### src/sbrg_pkg.sv
`default_nettype none
package sbrg_pkg;
  // divisor after reset
  localparam logic [15:0] DIV_RESET = 16'h0002;
  localparam logic [15:0] CNT_ONE = 16'h0001;
  // access enable bit within the line control register
  localparam int LCR_ACCESS_BIT = 7;
  localparam logic [7:0] LCR_RESET = 8'h00;
  // serial select field codes
  typedef enum logic [1:0] {
    SBRG_SEL_NONE = 2'b00,
    SBRG_SEL_UART = 2'b01,
    SBRG_SEL_SPI = 2'b10,
    SBRG_SEL_I2C = 2'b11
  } sbrg_sel_t;
endpackage : sbrg_pkg
`default_nettype wire

### src/sbrg_baud_divider.sv
`default_nettype none
// Function
// count down each clock until one
// at one, reload divisor and pulse
// pulse rate is clock over divisor
// divisor resets to two
// divisor one pulses every clock
// byte write reloads counter, restarts count
// divisor access only when lcr bit7 set
// pulse clocks spi/uart; i2c uses sysclk
// idle when no controller selected
// at most one controller enabled
// software: reset, open, program, close
// select 00 none,01 uart,10 spi,11 i2c
// pulse one clock wide for divisor above one
module sbrg_baud_divider (
  // clock and reset
  input wire logic sys_clk_i,
  input wire logic rst_i,
  // serial select field
  input wire logic [1:0] serial_select_field_i,
  // line control register write port
  input wire logic lcr_wr_i,
  input wire logic [7:0] lcr_wdata_i,
  // divisor byte write strobes and data
  input wire logic divisor_low_wr_i,
  input wire logic divisor_high_wr_i,
  input wire logic [7:0] divisor_wdata_i,
  // status
  output logic [7:0] line_control_register_o,
  output logic [7:0] divisor_low_byte_o,
  output logic [7:0] divisor_high_byte_o,
  output logic [15:0] count_o,
  // controller enables
  output logic uart_en_o,
  output logic spi_en_o,
  output logic i2c_en_o,
  // baud clock enables
  output logic baud_tick_o,
  output logic uart_tick_o,
  output logic spi_tick_o
);

  // ---------------------------------------------------------------
  // line control and divisor latch
  // ---------------------------------------------------------------
  logic [7:0] lcr_reg;
  logic [7:0] div_lo_reg;
  logic [7:0] div_hi_reg;
  logic [15:0] cnt_reg;
  logic tick_reg;
  logic access;
  logic lo_wr;
  logic hi_wr;
  logic active;
  logic [15:0] div_next;

  assign access = lcr_reg[sbrg_pkg::LCR_ACCESS_BIT];
  assign lo_wr = divisor_low_wr_i && access;
  assign hi_wr = divisor_high_wr_i && access;
  assign active = (sbrg_pkg::sbrg_sel_t'(serial_select_field_i)
                   != sbrg_pkg::SBRG_SEL_NONE);
  assign div_next = {hi_wr ? divisor_wdata_i : div_hi_reg,
                     lo_wr ? divisor_wdata_i : div_lo_reg};

  always_ff @(posedge sys_clk_i)
  begin
    if (rst_i)
    begin
      lcr_reg <= sbrg_pkg::LCR_RESET;
    end
    else if (lcr_wr_i)
    begin
      lcr_reg <= lcr_wdata_i;
    end
  end

  always_ff @(posedge sys_clk_i)
  begin
    if (rst_i)
    begin
      div_lo_reg <= sbrg_pkg::DIV_RESET[7:0];
      div_hi_reg <= sbrg_pkg::DIV_RESET[15:8];
    end
    else
    begin
      div_lo_reg <= div_next[7:0];
      div_hi_reg <= div_next[15:8];
    end
  end

  // ---------------------------------------------------------------
  // down counter
  // ---------------------------------------------------------------
  always_ff @(posedge sys_clk_i)
  begin
    if (rst_i)
    begin
      cnt_reg <= sbrg_pkg::DIV_RESET;
      tick_reg <= 1'b0;
    end
    else if (lo_wr || hi_wr)
    begin
      cnt_reg <= div_next;
      tick_reg <= 1'b0;
    end
    else if (!active)
    begin
      tick_reg <= 1'b0;
    end
    else if (cnt_reg <= sbrg_pkg::CNT_ONE)
    begin
      // divisor of one reloads one: a tick every clock
      cnt_reg <= {div_hi_reg, div_lo_reg};
      tick_reg <= 1'b1;
    end
    else
    begin
      cnt_reg <= cnt_reg - 16'h0001;
      tick_reg <= 1'b0;
    end
  end

  // ---------------------------------------------------------------
  // outputs
  // ---------------------------------------------------------------
  // one-hot decode of the select field
  assign uart_en_o = (serial_select_field_i == sbrg_pkg::SBRG_SEL_UART);
  assign spi_en_o = (serial_select_field_i == sbrg_pkg::SBRG_SEL_SPI);
  assign i2c_en_o = (serial_select_field_i == sbrg_pkg::SBRG_SEL_I2C);
  assign baud_tick_o = tick_reg;
  assign uart_tick_o = tick_reg && uart_en_o;
  assign spi_tick_o = tick_reg && spi_en_o;
  assign line_control_register_o = lcr_reg;
  assign divisor_low_byte_o = div_lo_reg;
  assign divisor_high_byte_o = div_hi_reg;
  assign count_o = cnt_reg;

  // ---------------------------------------------------------------
  // period tracking for the rate check
  // ---------------------------------------------------------------
  // cycles since the last tick; a write or idle makes it unusable
  logic [15:0] gap_reg;
  logic gap_valid_reg;

  always_ff @(posedge sys_clk_i)
  begin
    if (rst_i)
    begin
      gap_reg <= 16'h0000;
      gap_valid_reg <= 1'b0;
    end
    else if (lo_wr || hi_wr || !active)
    begin
      gap_reg <= 16'h0000;
      gap_valid_reg <= 1'b0;
    end
    else if (baud_tick_o)
    begin
      gap_reg <= 16'h0001;
      gap_valid_reg <= 1'b1;
    end
    else
    begin
      gap_reg <= gap_reg + 16'h0001;
    end
  end

  // ---------------------------------------------------------------
  // checks: counter and tick
  // ---------------------------------------------------------------
  tick_width_a: assert property (@(posedge sys_clk_i) disable iff (rst_i)
    (baud_tick_o && $past(cnt_reg) != sbrg_pkg::CNT_ONE) |=> !baud_tick_o)
    else $error("tick longer than one cycle");

  count_down_a: assert property (@(posedge sys_clk_i) disable iff (rst_i)
    (active && !lo_wr && !hi_wr && cnt_reg > 16'h0001) |=> cnt_reg == $past(cnt_reg) - 16'h0001)
    else $error("counter did not decrement");

  reload_pulse_a: assert property (@(posedge sys_clk_i) disable iff (rst_i)
    (active && !lo_wr && !hi_wr && cnt_reg == 16'h0001)
    |=> (baud_tick_o && cnt_reg == {div_hi_reg, div_lo_reg}))
    else $error("no reload at end of count");

  write_restart_a: assert property (@(posedge sys_clk_i) disable iff (rst_i)
    (lo_wr || hi_wr) |=> (cnt_reg == {div_hi_reg, div_lo_reg} && !baud_tick_o))
    else $error("write did not restart count");

  tick_value_a: assert property (@(posedge sys_clk_i) disable iff (rst_i)
    baud_tick_o |-> cnt_reg == {div_hi_reg, div_lo_reg})
    else $error("tick without reload value");

  tick_cause_a: assert property (@(posedge sys_clk_i) disable iff (rst_i)
    (active && !lo_wr && !hi_wr && cnt_reg > sbrg_pkg::CNT_ONE) |=> !baud_tick_o)
    else $error("tick before end of count");

  bypass_rate_a: assert property (@(posedge sys_clk_i) disable iff (rst_i)
    (active && {div_hi_reg, div_lo_reg} == 16'h0001 && cnt_reg == 16'h0001
     && !lo_wr && !hi_wr) |=> baud_tick_o)
    else $error("divisor one did not tick");

  bypass_steady_a: assert property (@(posedge sys_clk_i) disable iff (rst_i)
    (active && !lo_wr && !hi_wr && baud_tick_o
     && {div_hi_reg, div_lo_reg} == sbrg_pkg::CNT_ONE) |=> baud_tick_o)
    else $error("divisor one tick gap");

  period_two_a: assert property (@(posedge sys_clk_i) disable iff (rst_i)
    (active && !lo_wr && !hi_wr && baud_tick_o && {div_hi_reg, div_lo_reg} == 16'h0002) ##1
    (active && !lo_wr && !hi_wr) [*2] |-> baud_tick_o)
    else $error("divisor two period wrong");

  rate_gap_a: assert property (@(posedge sys_clk_i) disable iff (rst_i)
    (baud_tick_o && gap_valid_reg && {div_hi_reg, div_lo_reg} != 16'h0000)
    |-> gap_reg == {div_hi_reg, div_lo_reg})
    else $error("tick period differs from divisor");

  // ---------------------------------------------------------------
  // checks: registers and access
  // ---------------------------------------------------------------
  lcr_write_a: assert property (@(posedge sys_clk_i) disable iff (rst_i)
    lcr_wr_i |=> lcr_reg == $past(lcr_wdata_i))
    else $error("line control write lost");

  lcr_hold_a: assert property (@(posedge sys_clk_i) disable iff (rst_i)
    !lcr_wr_i |=> $stable(lcr_reg))
    else $error("line control changed without write");

  gated_access_a: assert property (@(posedge sys_clk_i) disable iff (rst_i)
    (!access && !lcr_wr_i) |=> $stable(div_lo_reg) && $stable(div_hi_reg))
    else $error("divisor changed while locked");

  lock_low_a: assert property (@(posedge sys_clk_i) disable iff (rst_i)
    (divisor_low_wr_i && !access) |=> $stable(div_lo_reg))
    else $error("locked low byte written");

  lock_high_a: assert property (@(posedge sys_clk_i) disable iff (rst_i)
    (divisor_high_wr_i && !access) |=> $stable(div_hi_reg))
    else $error("locked high byte written");

  low_write_a: assert property (@(posedge sys_clk_i) disable iff (rst_i)
    lo_wr |=> div_lo_reg == $past(divisor_wdata_i))
    else $error("low byte write lost");

  high_write_a: assert property (@(posedge sys_clk_i) disable iff (rst_i)
    hi_wr |=> div_hi_reg == $past(divisor_wdata_i))
    else $error("high byte write lost");

  low_keep_a: assert property (@(posedge sys_clk_i) disable iff (rst_i)
    (lo_wr && !hi_wr) |=> $stable(div_hi_reg))
    else $error("low write disturbed high byte");

  high_keep_a: assert property (@(posedge sys_clk_i) disable iff (rst_i)
    (hi_wr && !lo_wr) |=> $stable(div_lo_reg))
    else $error("high write disturbed low byte");

  reset_value_a: assert property (@(posedge sys_clk_i)
    rst_i |=> {div_hi_reg, div_lo_reg} == sbrg_pkg::DIV_RESET && !access)
    else $error("bad reset divisor");

  count_reset_a: assert property (@(posedge sys_clk_i)
    rst_i |=> cnt_reg == sbrg_pkg::DIV_RESET && !baud_tick_o)
    else $error("bad reset count");

  // ---------------------------------------------------------------
  // checks: select and idle
  // ---------------------------------------------------------------
  idle_hold_a: assert property (@(posedge sys_clk_i) disable iff (rst_i)
    (!active && !lo_wr && !hi_wr) |=> (!baud_tick_o && $stable(cnt_reg)))
    else $error("divider ran while idle");

  idle_tick_a: assert property (@(posedge sys_clk_i) disable iff (rst_i)
    !active |=> !baud_tick_o)
    else $error("tick while idle");

  one_enable_a: assert property (@(posedge sys_clk_i) disable iff (rst_i)
    $onehot0({uart_en_o, spi_en_o, i2c_en_o}))
    else $error("more than one controller enabled");

  sel_none_a: assert property (@(posedge sys_clk_i) disable iff (rst_i)
    (serial_select_field_i == sbrg_pkg::SBRG_SEL_NONE) |-> !uart_en_o && !spi_en_o && !i2c_en_o)
    else $error("enable with nothing selected");

  sel_uart_a: assert property (@(posedge sys_clk_i) disable iff (rst_i)
    (serial_select_field_i == sbrg_pkg::SBRG_SEL_UART) |-> uart_en_o)
    else $error("uart not enabled");

  sel_spi_a: assert property (@(posedge sys_clk_i) disable iff (rst_i)
    (serial_select_field_i == sbrg_pkg::SBRG_SEL_SPI) |-> spi_en_o)
    else $error("spi not enabled");

  sel_i2c_a: assert property (@(posedge sys_clk_i) disable iff (rst_i)
    (serial_select_field_i == sbrg_pkg::SBRG_SEL_I2C) |-> i2c_en_o)
    else $error("i2c not enabled");

  i2c_no_tick_a: assert property (@(posedge sys_clk_i) disable iff (rst_i)
    i2c_en_o |-> !uart_tick_o && !spi_tick_o)
    else $error("baud tick routed while i2c selected");

  uart_route_a: assert property (@(posedge sys_clk_i) disable iff (rst_i)
    uart_tick_o |-> baud_tick_o && uart_en_o)
    else $error("uart tick without baud tick");

  spi_route_a: assert property (@(posedge sys_clk_i) disable iff (rst_i)
    spi_tick_o |-> baud_tick_o && spi_en_o)
    else $error("spi tick without baud tick");

endmodule : sbrg_baud_divider
`default_nettype wire

### config.mk
export PLATFORM = sky130hd
export DESIGN_NAME = sbrg_baud_divider
export DESIGN_NICKNAME = d
export VERILOG_FILES = /design/src/sbrg_pkg.sv /design/src/sbrg_baud_divider.sv
export SDC_FILE = /design/constraint.sdc
export NUM_CORES = 1
export LEC_CHECK = 0
export ABC_AREA = 1
export BUFFER_PORTS_ARGS = -buffer_cell sky130_fd_sc_hd__buf_2
export CORE_UTILIZATION = 35
export DETAILED_ROUTE_END_ITERATION = 6
export SYNTH_ARGS = -nofsm -noshare
export SYNTH_HDL_FRONTEND = slang
export SYNTH_SLANG_ARGS = --single-unit
### constraint.sdc
create_clock -name sys_clk_i -period 1.7 [get_ports sys_clk_i]
set_clock_uncertainty 0.15 [all_clocks]
set_input_delay 0.34 -clock sys_clk_i [delete_from_list [all_inputs] [get_ports sys_clk_i]]
set_output_delay 0.34 -clock sys_clk_i [all_outputs]
set_load 0.05 [all_outputs]
==> run metrics <==
CTS sink cnt 41; leading cell types in the layout, fill and taps excluded 68 x buf_2, 57 x nand2_1, 49 x inv_1, 48 x nor2_1, 30 x nand3_1; FF+latch area 840.8 um^2; Crit path required time 1.21 ns; endpoints failing hold 0; routability cong. 0.8538; Mapped Area 2311 um^2; mean post-synth cell area 6.641 um^2; total number of vias 2,527; most common flop cell mapped by yosys dfxtp_1; number of synthesized flops with an enable pin 0; final setup TNS 0 ns; Syn. warnings 0; critical path fanouts, max 2; row count 29; fin crit share 0.9712; total die area 6931 um^2; share of cells above drive strength 1 0.3750; Antenna Cells 0; # setup viols final 0; dpl cell area 2955 um^2; RSZ-0062 raised after global routing true; async set-reset flop share out of synthesis 0; max_cap viols 0; root buf cell clkbuf_8; global-route wire length before repair 11,600 um; critical path class flop to output pin; vias in the first global route 2,346; power per cell area 1589 nW/um^2; IO buf count 68; die height 83.26 um; crit path DAT 1.16 ns; CTS tree yes; initial antenna violation count 0; all-layer global routing usage 0.2077; Top Ports 69; clock period minus worst slack 1.651 ns; Worst-Margin Slew 0.4782 ns; largest net degree at the start of global routing 25; multi-input logic area 1351 um^2; IR drop worst, VDD 0.7664 mV; P&R area growth vs syn 38.28%; post-synth cell types 32; DR WL/cell 13.61 um; via/cell ratio 4.888; HP Class input port to flop; startpoint type of the worst setup path flop; Initial Util 0.3639; Worst-path clk slew 0.09 ns; cts hold-fix bufs 0; hpwl dp 5141 um; number of routed nets with antenna violations 0; Skew-Pair Late Insertion Delay 0.30 ns; Leak 0.001584 uW; number of CTS-inserted buffers 5; GRT overflow 0; Routed Wire Length 7036 um; sequential-to-total area share from yosys stat 0.3552; Critical Path Sink Type output pin; most common cell after layout, fill and taps aside buf_2; number of H-tree levels 2; Detailed Routing Iterations Pass 1 4; Max Fclk 605.7 MHz; Final Max Tran Viols 0; post-route cell area 3196 um^2; Synth Instances 348; relative slew slack 0.6778; Detailed Route Iter0 Violations 150; Core ar. 6350 um^2; Bufs on Longest Clock Path 2; NumNets Final 464; FF+latch count, synth 41; outcome complete, no violations; Residual DRC 0; die width 83.26 um; syn nets 373; filler cell count 647
per-layer routing:
layer / wire length [um] / up-vias / GRT usage / part of all wire
met4: 46 / 0 / 0.04859 / 0.0065
met1: 3381 / 1135 / 0.2907 / 0.48
met3: 463 / 5 / 0.04274 / 0.066
li1: - / 1301 / - / -
met5: 0 / - / 0 / 0
met2: 3145 / 86 / 0.3271 / 0.45
flip-flops by register name, summed over array words and instances (netlist names):
register / cells
baud_tick_o: 1
count_o: 16
divisor_high_byte_o: 8
divisor_low_byte_o: 8
line_control_register_o: 8
kinds of logic after synthesis:
| family | synth area share |
|---|---|
| xor gates and xnor gates | 0.01137 |
| DFF | 0.3552 |
| and+or+nand+nor | 0.3422 |
| AOI/OAI and AO/OA | 0.1559 |
| buffers and inverters | 0.1202 |
| adders and majority gates | 0.01083 |
| muxes | 0.004332 |
stage by stage:
step	setup WS (ns)	cells	hold WS, ns	power (uW)	utilization
after floorplan	-0.0002738	348	0.3248	3158	-
after global placement	-0.009204	507	0.3270	3920	0.4654
after detailed placement	-0.02813	507	0.3336	3946	0.4654
after CTS	0.01252	516	0.1070	4844	0.4861
after global routing	-0.02512	517	0.1175	5399	0.5033
final	0.04893	517	0.1137	5079	0.5033
worst max-delay path, cell delays in order, from the launching register on:
cell and delay, ns:
dfxtp_2 0.33, inv_1 0.08, nor3_4 0.17, buf_2 0.27
report_power, final:
part	internal, uW	switching (uW)	leakage (uW)
combinational	1030	1930	0.00119
clock	478	376	0.0000574
sequential	1120	140	0.000341
total	2630	2450	0.00158
layout make-up:
cell class | instances | area share
multi-input combinational | 241 | 0.4229
inverter | 54 | 0.06500
clock buffer | 6 | 0.02584
tap | 77 | 0.03015
timing repair buffer | 96 | 0.1813
clock inverter | 2 | 0.01175
sequential | 41 | 0.2631
cells in the mapped netlist (3+ instances only):
cell type  count  area (um^2)
nand3_1       33        165.2
o21ai_2        3        26.28
buf_2          3        15.01
o22ai_1       12        75.07
a21oi_2        3        26.28
nand4_1        3        18.77
inv_1         53        198.9
nand2_1       62        232.7
dfxtp_1       41        820.8
clkbuf_1       6        22.52
nor2_1        54        202.7
nand3_2        7        70.07
o21ai_0       24        120.1
nand2_2        5        31.28
o21ai_1        3        15.01
xor2_1         3        26.28
a21oi_1       12        60.06
timing repair:
item,CTS,global route
pin swaps,1,7
cloned,1,0
gates resized for setup,2,28
setup buffers,0,1
setup endpoints to repair,5,16
worst paths after layout:
check,start,slack [ns],cells past startpoint,endpoint
worst max-delay path,baud_tick_o,0.05,3,spi_tick_o
worst min-delay path,lcr_wdata_i[6],0.11,3,line_control_register_o[6]
worst max register to register,count_o[1],0.05,10,count_o[13]
worst min register to register,line_control_register_o[0],0.35,2,line_control_register_o[0]
No activity file was read; power rests on OpenSTA's default activity.
